<file path="config.mk">
export PLATFORM = sky130hd
export DESIGN_NAME = fpsc_setup_regs
export DESIGN_NICKNAME = d
export VERILOG_FILES = /design/src/include/fpsc_pkg.sv /design/src/hw/fpsc_setup_regs.sv /design/src/hw/fpsc_baud_div.sv
export SDC_FILE = /design/constraint.sdc
export NUM_CORES = 1
export LEC_CHECK = 0
export BUFFER_PORTS_ARGS = -buffer_cell sky130_fd_sc_hd__buf_2
export CORE_AREA = 2 2 66 68
export CTS_CLUSTER_DIAMETER = 200
export CTS_CLUSTER_SIZE = 16
export DETAILED_ROUTE_END_ITERATION = 8
export DIE_AREA = 0 0 68 70
export PLACE_DENSITY = 0.77
export SLEW_MARGIN = 25
export SYNTH_ARGS = -nofsm -noshare
export SYNTH_HDL_FRONTEND = slang
export SYNTH_SLANG_ARGS = --single-unit
</file>
<file path="constraint.sdc">
create_clock -name sys_clk -period 1.66 [get_ports sys_clk]
set_input_delay 0.083 -clock sys_clk [delete_from_list [all_inputs] [get_ports sys_clk]]
set_output_delay 0.083 -clock sys_clk [all_outputs]
set_load 0.1 [all_outputs]
</file>
<file path="src/include/fpsc_pkg.sv">
// Constants and types for the floppy port setup configuration block
package fpsc_pkg;
  localparam logic [7:0] FLOPPY_SETUP_IDX = 8'h05;
  localparam logic [7:0] PORT_EXT_SETUP_IDX = 8'h04;
  localparam logic [7:0] FLOPPY_SETUP_RST = 8'h00;
  localparam logic [7:0] PORT_EXT_SETUP_RST = 8'h00;
  localparam int OUT_TYPE_BIT = 0;
  localparam int OUT_TRI_BIT = 1;
  localparam int DMA_MODE_BIT = 2;
  localparam int DEN_OVR_LO_BIT = 3;
  localparam int DEN_OVR_HI_BIT = 4;
  localparam logic [7:0] FLOPPY_SETUP_WMASK = 8'h1f;
  localparam int MIDI1_BIT = 4;
  localparam int MIDI2_BIT = 5;
  localparam logic [7:0] PORT_EXT_SETUP_WMASK = 8'h7f;
  localparam logic [2:0] ECR_MODE_SPP = 3'h0;
  localparam logic [2:0] ECR_MODE_EPP = 3'h4;
  localparam logic [1:0] PP_MODE_SPP = 2'h0;
  localparam logic [1:0] PP_MODE_EPP = 2'h1;
  localparam logic [1:0] PP_MODE_ECP = 2'h2;
  localparam logic [1:0] PP_MODE_ECP_EPP = 2'h3;
  localparam logic [1:0] DEN_OVR_NORMAL = 2'h0;
  localparam logic [1:0] DEN_OVR_FORCE_ONE = 2'h2;
  localparam logic [1:0] DEN_OVR_FORCE_ZERO = 2'h3;
  localparam int BAUD_DIV_MIDI = 12;
  localparam int BAUD_DIV_STD = 13;
  localparam int BAUD_OVERSAMPLE = 16;
  localparam int STROBE_CYCLES = 1;
  typedef enum logic [1:0] {FPSC_DMA_IDLE, FPSC_DMA_ASSERT, FPSC_DMA_GAP} fpsc_dma_state_t;
endpackage : fpsc_pkg

</file>
<file path="src/hw/fpsc_setup_regs.sv">
// Floppy output setup, DMA strobing, density override and serial clock select
`timescale 1ns/100ps
module fpsc_setup_regs (
  input wire logic sys_clk,
  input wire logic rst_n,
  input wire logic cfg_mode,
  input wire logic [7:0] config_index,
  input wire logic cfg_wr,
  input wire logic cfg_rd,
  input wire logic [7:0] cfg_wdata,
  output logic [7:0] cfg_rdata,
  output logic cfg_rvalid,
  input wire logic core_motor,
  input wire logic core_density_select,
  input wire logic core_drive_density_one,
  input wire logic density_one_force_bit,
  input wire logic pp_floppy_sel,
  input wire logic fifo_en,
  input wire logic core_dma_req,
  input wire logic core_irq,
  input wire logic byte_done,
  input wire logic [2:0] ecr_mode,
  input wire logic ref_tick,
  output logic floppy_drive_motor_o,
  output logic floppy_drive_motor_oe,
  output logic floppy_drive_density_select_o,
  output logic floppy_drive_density_select_oe,
  output logic drive_density_out_one_o,
  output logic drive_density_out_one_oe,
  output logic pp_motor_o,
  output logic pp_motor_oe,
  output logic floppy_dma_request,
  output logic floppy_interrupt_request,
  output logic [1:0] pp_active_mode,
  output logic uart1_clk_tick,
  output logic uart2_clk_tick
);
  logic [7:0] floppy_setup_r;
  logic [7:0] port_extended_setup_r;
  logic setup_sel;
  logic ext_sel;
  logic push_pull;
  logic tri_out;
  logic [1:0] density_select_override;
  logic density_sel_val;
  logic dd1_val;
  fpsc_pkg::fpsc_dma_state_t dma_state_r;
  fpsc_pkg::fpsc_dma_state_t dma_state_nxt;
  logic [3:0] pre16_r;
  logic tick16;
  logic [1:0] pp_mode_nxt;

  assign setup_sel = cfg_mode && (config_index == fpsc_pkg::FLOPPY_SETUP_IDX);
  assign ext_sel = cfg_mode && (config_index == fpsc_pkg::PORT_EXT_SETUP_IDX);
  assign push_pull = floppy_setup_r[fpsc_pkg::OUT_TYPE_BIT];
  assign tri_out = floppy_setup_r[fpsc_pkg::OUT_TRI_BIT];
  assign density_select_override = floppy_setup_r[fpsc_pkg::DEN_OVR_HI_BIT:fpsc_pkg::DEN_OVR_LO_BIT];

  // Register writes
  always_ff @(posedge sys_clk)
  begin
    if (!rst_n)
    begin
      floppy_setup_r <= fpsc_pkg::FLOPPY_SETUP_RST;
      port_extended_setup_r <= fpsc_pkg::PORT_EXT_SETUP_RST;
    end
    else if (cfg_wr)
    begin
      if (setup_sel)
        floppy_setup_r <= cfg_wdata & fpsc_pkg::FLOPPY_SETUP_WMASK;
      if (ext_sel)
        port_extended_setup_r <= cfg_wdata & fpsc_pkg::PORT_EXT_SETUP_WMASK;
    end
  end

  // Register reads, one cycle latency; unselected index reads zero
  always_ff @(posedge sys_clk)
  begin
    if (!rst_n)
    begin
      cfg_rdata <= 8'h00;
      cfg_rvalid <= 1'b0;
    end
    else
    begin
      cfg_rvalid <= cfg_rd && (setup_sel || ext_sel);
      if (cfg_rd && setup_sel)
        cfg_rdata <= floppy_setup_r;
      else if (cfg_rd && ext_sel)
        cfg_rdata <= port_extended_setup_r;
      else
        cfg_rdata <= 8'h00;
    end
  end

  always_comb
  begin
    density_sel_val = core_density_select;
    unique case (density_select_override)
      fpsc_pkg::DEN_OVR_FORCE_ONE: density_sel_val = 1'b1;
      fpsc_pkg::DEN_OVR_FORCE_ZERO: density_sel_val = 1'b0;
      default: density_sel_val = core_density_select;
    endcase
    dd1_val = density_one_force_bit ? 1'b1 : core_drive_density_one;
  end

  // Open drain drives only lows; push-pull drives both levels
  always_ff @(posedge sys_clk)
  begin
    if (!rst_n)
    begin
      floppy_drive_motor_o <= 1'b0;
      floppy_drive_motor_oe <= 1'b0;
      floppy_drive_density_select_o <= 1'b0;
      floppy_drive_density_select_oe <= 1'b0;
      drive_density_out_one_o <= 1'b0;
      drive_density_out_one_oe <= 1'b0;
    end
    else
    begin
      floppy_drive_motor_o <= core_motor;
      floppy_drive_motor_oe <= !tri_out && (push_pull || !core_motor);
      floppy_drive_density_select_o <= density_sel_val;
      floppy_drive_density_select_oe <= !tri_out && (push_pull || !density_sel_val);
      drive_density_out_one_o <= dd1_val;
      drive_density_out_one_oe <= !tri_out && (push_pull || !dd1_val);
    end
  end

  // Parallel-port floppy path is always push-pull; tri-stated only while pp_floppy_sel is low
  always_ff @(posedge sys_clk)
  begin
    if (!rst_n)
    begin
      pp_motor_o <= 1'b0;
      pp_motor_oe <= 1'b0;
    end
    else
    begin
      pp_motor_o <= core_motor;
      pp_motor_oe <= pp_floppy_sel;
    end
  end

  // Non-burst strobing, with the FIFO enabled only: a low gap after each byte separates the strobes
  always_comb
  begin
    dma_state_nxt = dma_state_r;
    unique case (dma_state_r)
      fpsc_pkg::FPSC_DMA_IDLE:
        if (core_dma_req)
          dma_state_nxt = fpsc_pkg::FPSC_DMA_ASSERT;
      fpsc_pkg::FPSC_DMA_ASSERT:
        if (!core_dma_req)
          dma_state_nxt = fpsc_pkg::FPSC_DMA_IDLE;
        else if (byte_done)
          dma_state_nxt = fpsc_pkg::FPSC_DMA_GAP;
      fpsc_pkg::FPSC_DMA_GAP:
        dma_state_nxt = core_dma_req ? fpsc_pkg::FPSC_DMA_ASSERT : fpsc_pkg::FPSC_DMA_IDLE;
    endcase
  end

  always_ff @(posedge sys_clk)
  begin
    if (!rst_n)
      dma_state_r <= fpsc_pkg::FPSC_DMA_IDLE;
    else
      dma_state_r <= dma_state_nxt;
  end

  always_ff @(posedge sys_clk)
  begin
    if (!rst_n)
    begin
      floppy_dma_request <= 1'b0;
      floppy_interrupt_request <= 1'b0;
    end
    else if (floppy_setup_r[fpsc_pkg::DMA_MODE_BIT] && fifo_en)
    begin
      floppy_dma_request <= (dma_state_nxt == fpsc_pkg::FPSC_DMA_ASSERT);
      floppy_interrupt_request <= core_irq && (dma_state_nxt != fpsc_pkg::FPSC_DMA_GAP);
    end
    else
    begin
      floppy_dma_request <= core_dma_req;
      floppy_interrupt_request <= core_irq;
    end
  end

  // ECR may step the configured mode down to EPP or SPP
  always_comb
  begin
    pp_mode_nxt = port_extended_setup_r[1:0];
    if (port_extended_setup_r[1:0] == fpsc_pkg::PP_MODE_ECP_EPP && ecr_mode == fpsc_pkg::ECR_MODE_EPP)
      pp_mode_nxt = fpsc_pkg::PP_MODE_EPP;
    else if (port_extended_setup_r[1] && ecr_mode == fpsc_pkg::ECR_MODE_SPP)
      pp_mode_nxt = fpsc_pkg::PP_MODE_SPP;
  end

  always_ff @(posedge sys_clk)
  begin
    if (!rst_n)
      pp_active_mode <= fpsc_pkg::PP_MODE_SPP;
    else
      pp_active_mode <= pp_mode_nxt;
  end

  // ref_tick is the 24 MHz reference as a same-clock enable; /16 shared
  always_ff @(posedge sys_clk)
  begin
    if (!rst_n)
      pre16_r <= 4'h0;
    else if (ref_tick)
      pre16_r <= pre16_r + 4'h1;
  end

  assign tick16 = ref_tick && (pre16_r == 4'(fpsc_pkg::BAUD_OVERSAMPLE - 1));

  fpsc_baud_div #(.CNT_W(4)) u_div1 (
    .sys_clk(sys_clk),
    .rst_n(rst_n),
    .ref_tick(tick16),
    .midi_en(port_extended_setup_r[fpsc_pkg::MIDI1_BIT]),
    .div_tick(uart1_clk_tick)
  );

  fpsc_baud_div #(.CNT_W(4)) u_div2 (
    .sys_clk(sys_clk),
    .rst_n(rst_n),
    .ref_tick(tick16),
    .midi_en(port_extended_setup_r[fpsc_pkg::MIDI2_BIT]),
    .div_tick(uart2_clk_tick)
  );

  a_reserved_zero: assert property (@(posedge sys_clk) disable iff (!rst_n)
    floppy_setup_r[7:5] == 3'h0) else $error("reserved setup bits set");
  a_write_gated: assert property (@(posedge sys_clk) disable iff (!rst_n)
    cfg_wr && !setup_sel |=> $stable(floppy_setup_r)) else $error("setup changed without select");
  a_tri_all: assert property (@(posedge sys_clk) disable iff (!rst_n)
    $past(tri_out) |-> !floppy_drive_motor_oe && !floppy_drive_density_select_oe && !drive_density_out_one_oe)
    else $error("floppy output driven while tri-stated");
  a_force_high: assert property (@(posedge sys_clk) disable iff (!rst_n)
    !tri_out && density_one_force_bit |=> drive_density_out_one_o) else $error("density one not forced");
  a_dd1_normal: assert property (@(posedge sys_clk) disable iff (!rst_n)
    !density_one_force_bit |=> drive_density_out_one_o == $past(core_drive_density_one))
    else $error("density one not passed");
  a_tri_beats_force: assert property (@(posedge sys_clk) disable iff (!rst_n)
    tri_out && density_one_force_bit |=> !drive_density_out_one_oe) else $error("force bit drove tristate");
  a_open_drain_low: assert property (@(posedge sys_clk) disable iff (!rst_n)
    !push_pull && !tri_out |=> (floppy_drive_motor_oe == !floppy_drive_motor_o))
    else $error("open drain drove high");
  a_push_pull_on: assert property (@(posedge sys_clk) disable iff (!rst_n)
    push_pull && !tri_out |=> floppy_drive_motor_oe && floppy_drive_density_select_oe && drive_density_out_one_oe)
    else $error("push-pull output not driven");
  a_burst_pass: assert property (@(posedge sys_clk) disable iff (!rst_n)
    !floppy_setup_r[fpsc_pkg::DMA_MODE_BIT] |=> floppy_dma_request == $past(core_dma_req))
    else $error("burst request not passed");
  a_fifo_off_pass: assert property (@(posedge sys_clk) disable iff (!rst_n)
    !fifo_en |=> floppy_dma_request == $past(core_dma_req)) else $error("request strobed with fifo off");
  a_nonburst_gap: assert property (@(posedge sys_clk) disable iff (!rst_n)
    floppy_setup_r[fpsc_pkg::DMA_MODE_BIT] && fifo_en && dma_state_r == fpsc_pkg::FPSC_DMA_ASSERT
    && byte_done && core_dma_req |=> !floppy_dma_request && !floppy_interrupt_request)
    else $error("no strobe gap per byte");
  a_pp_untouched: assert property (@(posedge sys_clk) disable iff (!rst_n)
    pp_floppy_sel |=> pp_motor_oe && pp_motor_o == $past(core_motor)) else $error("pp floppy path disturbed");
  a_den_force_zero: assert property (@(posedge sys_clk) disable iff (!rst_n)
    density_select_override == fpsc_pkg::DEN_OVR_FORCE_ZERO |=> !floppy_drive_density_select_o)
    else $error("density select not forced low");
  a_den_force_one: assert property (@(posedge sys_clk) disable iff (!rst_n)
    density_select_override == fpsc_pkg::DEN_OVR_FORCE_ONE |=> floppy_drive_density_select_o)
    else $error("density select not forced high");
  a_den_normal: assert property (@(posedge sys_clk) disable iff (!rst_n)
    density_select_override == fpsc_pkg::DEN_OVR_NORMAL
    |=> floppy_drive_density_select_o == $past(core_density_select)) else $error("density select not passed");
  a_epp_select: assert property (@(posedge sys_clk) disable iff (!rst_n)
    port_extended_setup_r[1:0] == fpsc_pkg::PP_MODE_ECP_EPP && ecr_mode == fpsc_pkg::ECR_MODE_EPP
    |=> pp_active_mode == fpsc_pkg::PP_MODE_EPP) else $error("ecr epp not taken");
  a_spp_select: assert property (@(posedge sys_clk) disable iff (!rst_n)
    port_extended_setup_r[1] && ecr_mode == fpsc_pkg::ECR_MODE_SPP |=> pp_active_mode == fpsc_pkg::PP_MODE_SPP)
    else $error("ecr spp not taken");
  a_mode_plain: assert property (@(posedge sys_clk) disable iff (!rst_n)
    ecr_mode != fpsc_pkg::ECR_MODE_EPP && ecr_mode != fpsc_pkg::ECR_MODE_SPP
    |=> pp_active_mode == $past(port_extended_setup_r[1:0])) else $error("parallel mode not kept");
  a_reset_value: assert property (@(posedge sys_clk)
    !rst_n |=> floppy_setup_r == fpsc_pkg::FLOPPY_SETUP_RST) else $error("setup reset wrong");
  a_midi_tick: assert property (@(posedge sys_clk) disable iff (!rst_n)
    uart1_clk_tick |-> !$past(uart1_clk_tick)) else $error("uart tick too long");

  c_write_setup: cover property (@(posedge sys_clk) disable iff (!rst_n) cfg_wr && setup_sel);
  c_nonburst_gap: cover property (@(posedge sys_clk) disable iff (!rst_n) dma_state_r == fpsc_pkg::FPSC_DMA_GAP);
  c_tristate: cover property (@(posedge sys_clk) disable iff (!rst_n) tri_out && density_one_force_bit);
  c_midi_tick: cover property (@(posedge sys_clk) disable iff (!rst_n)
    uart1_clk_tick && port_extended_setup_r[fpsc_pkg::MIDI1_BIT]);
  c_epp_mode: cover property (@(posedge sys_clk) disable iff (!rst_n) pp_active_mode == fpsc_pkg::PP_MODE_EPP);
endmodule : fpsc_setup_regs

</file>
<file path="src/hw/fpsc_baud_div.sv">
// Serial reference clock divider with MIDI select
`timescale 1ns/100ps
module fpsc_baud_div #(
  parameter int CNT_W = 4
) (
  input wire logic sys_clk,
  input wire logic rst_n,
  input wire logic ref_tick,
  input wire logic midi_en,
  output logic div_tick
);
  localparam logic [CNT_W-1:0] LAST_MIDI = CNT_W'(fpsc_pkg::BAUD_DIV_MIDI - 1);
  localparam logic [CNT_W-1:0] LAST_STD = CNT_W'(fpsc_pkg::BAUD_DIV_STD - 1);
  logic [CNT_W-1:0] cnt_r;
  logic [CNT_W-1:0] last;

  assign last = midi_en ? LAST_MIDI : LAST_STD;

  always_ff @(posedge sys_clk)
  begin
    if (!rst_n)
    begin
      cnt_r <= '0;
      div_tick <= 1'b0;
    end
    else
    begin
      div_tick <= 1'b0;
      if (ref_tick)
      begin
        // Wrap also on a select change so a shorter count never overruns
        if (cnt_r >= last)
        begin
          cnt_r <= '0;
          div_tick <= 1'b1;
        end
        else
          cnt_r <= cnt_r + 1'b1;
      end
    end
  end

  a_div_wrap_range: assert property (@(posedge sys_clk) disable iff (!rst_n)
    cnt_r <= LAST_STD) else $error("divider count out of range");
endmodule : fpsc_baud_div

</file>
After elaboration in Yosys (flattened, before gate mapping). Cells that the tools add are included.

Add/sub/neg operators: 3. Order comparisons: 2. Equal/unequal tests: 11. Mux-type cells: 19. Bitwise logic cells: 2. Reduce and logical (&&, ||, !) cells: 29.

Operators by type and width (count): $eq A8 B3 Y1 const B (2); $logic_and A1 B1 Y1 (13); $add A4 B1 Y4 const B (3); $mux W5 (2); $eq A2 B2 Y1 const B (4); $ge A4 B4 Y1 (2); $mux W1 (8); $mux W4 (2); $mux W2 (3); $mux W3 (2); $pmux W2 S3 (1); $reduce_and A2 Y1 (3); $reduce_or A3 Y1 (2); $eq A2 B1 Y1 const B (2); $eq A4 B4 Y1 const B (1); $logic_not A1 Y1 (4); $logic_or A1 B1 Y1 (4); $eq A3 B3 Y1 const B (1); $logic_not A3 Y1 (1); $logic_not A2 Y1 (1); $ne A2 B2 Y1 const B (1); $not A1 Y1 (2); $pmux W1 S2 (1); $reduce_or A2 Y1 (1).

Register bits after elaboration: 48. Logic and storage cells: 89.

Depth between registers and ports, before layout.
Word-level depth: 6. Depth in mapped cells: 6. Depth with buffers taken out: 6.

Hierarchy. A second synthesis with hierarchy kept.

Cell total of the unflattened synthesis: 218. Area total of the unflattened synthesis: 2118.3 um2.

Modules (own cells, without submodules): fpsc_setup_regs (instances 1, cells an instance 144, area an instance 1435.1 um2, seq. area each 740.7 um2); fpsc_baud_div (instances 2, cells an instance 37, area an instance 341.6 um2, seq. area each 100.1 um2).

Worst setup path after synthesis. OpenSTA, ideal clock, no wires.

Path type: register to register. Start: register dma_state_r[0]. End: register floppy_dma_request. Setup time: 0.076 ns. Arrival time: 1.396 ns. Slack: 0.188 ns. Cell stages (with the launch flop): 7. Buffers on the path: 0. Clock period less this slack: 1.472 ns. Cells stage by stage: dfxtp_1 > inv_1 > ha_1 > nand4b_1 > nand3_1 > or3b_1 > a21boi_0.

Cells in the longest elaborated chain, start to end: 5. Elaborated cells on any way between the ends: 9.

Ends and longest elaborated chain: start, declared (line fpsc_setup_regs.sv:47) `fpsc_pkg::fpsc_dma_state_t dma_state_r;`; start signal, assigned (line fpsc_setup_regs.sv:166) `dma_state_r <= fpsc_pkg::FPSC_DMA_IDLE;`; start signal, assigned (line fpsc_setup_regs.sv:168) `dma_state_r <= dma_state_nxt;`; $mux W2 (line fpsc_setup_regs.sv:156) `else if (byte_done)`; $mux W2 (line fpsc_setup_regs.sv:154) `if (!core_dma_req)`; $pmux W2 S3 * (line fpsc_setup_regs.sv:149) `unique case (dma_state_r)`; $eq A2 B1 Y1 * (line fpsc_setup_regs.sv:180) `floppy_dma_request <= (dma_state_nxt == fpsc_pkg::FPSC_DMA_ASSERT);`; $mux W1 * (line fpsc_setup_regs.sv:178) `else if (floppy_setup_r[fpsc_pkg::DMA_MODE_BIT] && fifo_en)`; end signal, assigned (line fpsc_setup_regs.sv:180); end signal, assigned (line fpsc_setup_regs.sv:185) `floppy_dma_request <= core_dma_req;`; end, declared (line fpsc_setup_regs.sv:32) `output logic floppy_dma_request,`.

Every way passes the cells marked *; elsewhere a longest branch is shown, timed or not. A chain may end at the register's enable or synchronous reset.

Worst setup path after layout.
Start: register dma_state_r[1]. End: register floppy_dma_request.

Same word-level chain as after synthesis.

==> flow_summary.json <==
{
  "yosysTopAreaCell": "dfxtp_1",
  "avgSynthCellArea_sq_um": 9.57,
  "dp_hpwl_um": 2700,
  "wl_met2_um": 1770,
  "p_total_mw": 2.30,
  "grt_pass1_vias": 1506,
  "die_area_sq_um": 4760,
  "finalNetCount": 312,
  "initial_core_util": 0.487,
  "syn_inst": 211,
  "ios": 57,
  "start_kind": "flip-flop",
  "wl_met3_um": 167,
  "maxCapViolCount": 0,
  "leakage_nw": 1.19,
  "synth_cell_types": 41,
  "grt_start_max_net_pins": 30,
  "pre_cts_ws_ps": 30.4,
  "synth_edf_count": 0,
  "rsz0062_at_grt": "true",
  "max_freq_ghz": 0.634,
  "synth_fp_nets": 256,
  "status": "completed",
  "seqPwrFrac": 0.502,
  "insertion_delay_ps": 300,
  "crit_required_ps": 1890,
  "ys_ff_latch": 47,
  "yosys_warnings": 0,
  "min_path_cells": 3,
  "cts_root_buf": "clkbuf_8",
  "diodes": 0,
  "vias": 1601,
  "drt_first_pass_iters": 4,
  "p_int_mw": 1.72,
  "die_y_um": 70,
  "switching_power_mw": 0.580,
  "grt_pass1_wl_um": 6230,
  "placed_cells": 309,
  "final_area_sq_um": 2500,
  "htree_levels": 2,
  "swShare": 0.252,
  "io_buffers": 54,
  "drive_gt1_frac": 0.280,
  "synth_seq_area_share": 0.466,
  "final_max_slew_viol_count": 0,
  "hold_viol_final": 0,
  "highest_layer": "met4",
  "final_util": 0.604,
  "vias_per_cell": 5.00,
  "worst_slack_ps": 82.6,
  "p_clk_frac": 0.387,
  "coreArea_sq_um": 4140,
  "overflow": 0,
  "cts_tree": "done",
  "wl_per_cell_um": 11.7,
  "r2r_cells": 6,
  "synth_top_area_share": 0.466,
  "syn_area_sq_um": 2020,
  "ir_drop_v": 0.000472,
  "drtAntennaViolNets": 0,
  "antenna_found_initial": 0,
  "initialDrtViolationCount": 78,
  "final-setup-viol-count": 0,
  "ys.flop_type": "dfxtp_1",
  "instances_no_fill": 320,
  "synthArstFlopShare": 0,
  "wl_um": 3730,
  "dpl_cell_area_sq_um": 2330,
  "syn_to_final_growth_pct": 23.9,
  "cts_buffer_depth": 2,
  "endpoint_kind": "flip-flop",
  "powerDensity_nw_per_um2": 921,
  "wirelength_met1_um": 1740,
  "pwr-share-comb": 0.111,
  "fin_crit_ps": 1580,
  "place_congestion": 0.744,
  "grt_use_total": 0.171,
  "cp_max_fo": 4,
  "cts_sinks": 47,
  "row_count": 24,
  "path_class": "reg2reg",
  "clk_pin_slew_ps": 90,
  "min_path_type": "in2reg",
  "cts_made_buffers": 5,
  "die_width_um": 68,
  "drc": 0,
  "min_period_over_period": 0.950,
  "holdWs_ps": 8.11,
  "arrival_ps": 1810,
  "synth_area_leaders": "dfxtp_1 47%, mux2i_1 9.4%, ha_1 6.8%, nand2_1 6.1%, and2_1 2.8%",
  "fin_tns_setup_ps": 0,
  "fin_skew_ps": 3.81
}
==> worst max-delay path, stage by stage, from the launching register on <==
cell and delay, ps:
dfxtp_1 360, inv_1 70, ha_1 190, nand2_1 80, o311ai_2 280, or3b_1 380
a21boi_0 160
==> flip-flops by register name, summed over array words and instances, names as in the netlist, 2 cells and up <==
| register | count |
|---|---|
| floppy_setup_r | 5 |
| u_div2.cnt_r | 4 |
| dma_state_r | 2 |
| pp_active_mode | 2 |
| pre16_r | 4 |
| u_div1.cnt_r | 4 |
| cfg_rdata | 7 |
| port_extended_setup_r | 7 |
==> power by group through the flow <==
stage	clock network, mW	registers [mW]	logic (mW)
2_1_floorplan	0	1.27	0.0935
5_1_grt	0.958	1.16	0.275
6_report	0.892	1.16	0.257
3_3_place_gp	0	1.18	0.241
4_1_cts	0.912	1.16	0.251
3_5_place_dp	0	1.18	0.246
==> worst paths after layout <==
kind                                               start                        to  slack, ps
worst max-delay path                      dma_state_r[1]        floppy_dma_request         80
worst min-delay path                        cfg_wdata[6]  port_extended_setup_r[6]          8
worst min register to register  port_extended_setup_r[6]  port_extended_setup_r[6]        460
worst max register to register            dma_state_r[1]        floppy_dma_request         80
==> layout by cell type (no fill, tap or decap), types with 3 or more instances in the layout <==
master / count
clkbuf_8: 6
nor2b_1: 6
nand2_1: 33
and2_1: 9
a21oi_1: 4
nand3_1: 7
a31oi_1: 3
mux2i_1: 19
buf_2: 54
dlygate4sd3_1: 3
inv_1: 10
ha_1: 10
o21ai_0: 5
o22ai_1: 4
dfxtp_1: 47
nor2_1: 8
==> timing repair <==
action / 4_1_cts / 5_1_grt
hold endpoints to repair: 4 / 0
endpoints found under the setup margin: 0 / 8
setup buffers: 0 / 0
hold buffers: 3 / 0
resized for setup: 0 / 4
==> logic make-up after synthesis <==
group,after synthesis,share of synthesized area
compound gates,29,0.0954
flops,47,0.466
buf+inv,21,0.0477
xor+xnor,3,0.0130
simple gates,80,0.214
mux,19,0.0942
fa+ha+maj,11,0.0682
other cells,1,0.00186
==> cell usage after synthesis (2+ instances only) <==
master    count
dfxtp_1      47
and2_1        9
buf_2         2
nand4b_1      2
buf_4         2
a41o_1        2
o22ai_1       4
a31o_2        2
a311oi_1      2
inv_1        10
nor2b_1       6
ha_1         11
o21a_1        2
mux2i_1      19
a21oi_1       4
nor2_1        8
o21ai_0       7
clkbuf_1      5
a31oi_1       3
and3_1        2
nand3_2       2
nand2_1      33
a21boi_0      2
nand3_1       7
xnor2_1       2
==> per-layer routing <==
metal | vias up | track usage
li1 | 835 | -
met1 | 728 | 0.205
met2 | 32 | 0.274
met3 | 6 | 0.0419
met4 | 0 | 0.0933
met5 | - | 0
==> layout make-up <==
type | count | area, sq um
well taps | 52 | 65.1
inverters | 10 | 37.5
clock inverters | 2 | 38.8
repair buffers | 60 | 335
clock buffers | 6 | 82.6
fillers | 361 | 1640
flip-flops and latches | 47 | 941
multi-input cells | 143 | 1000
No activity file was read; power rests on OpenSTA's default activity.
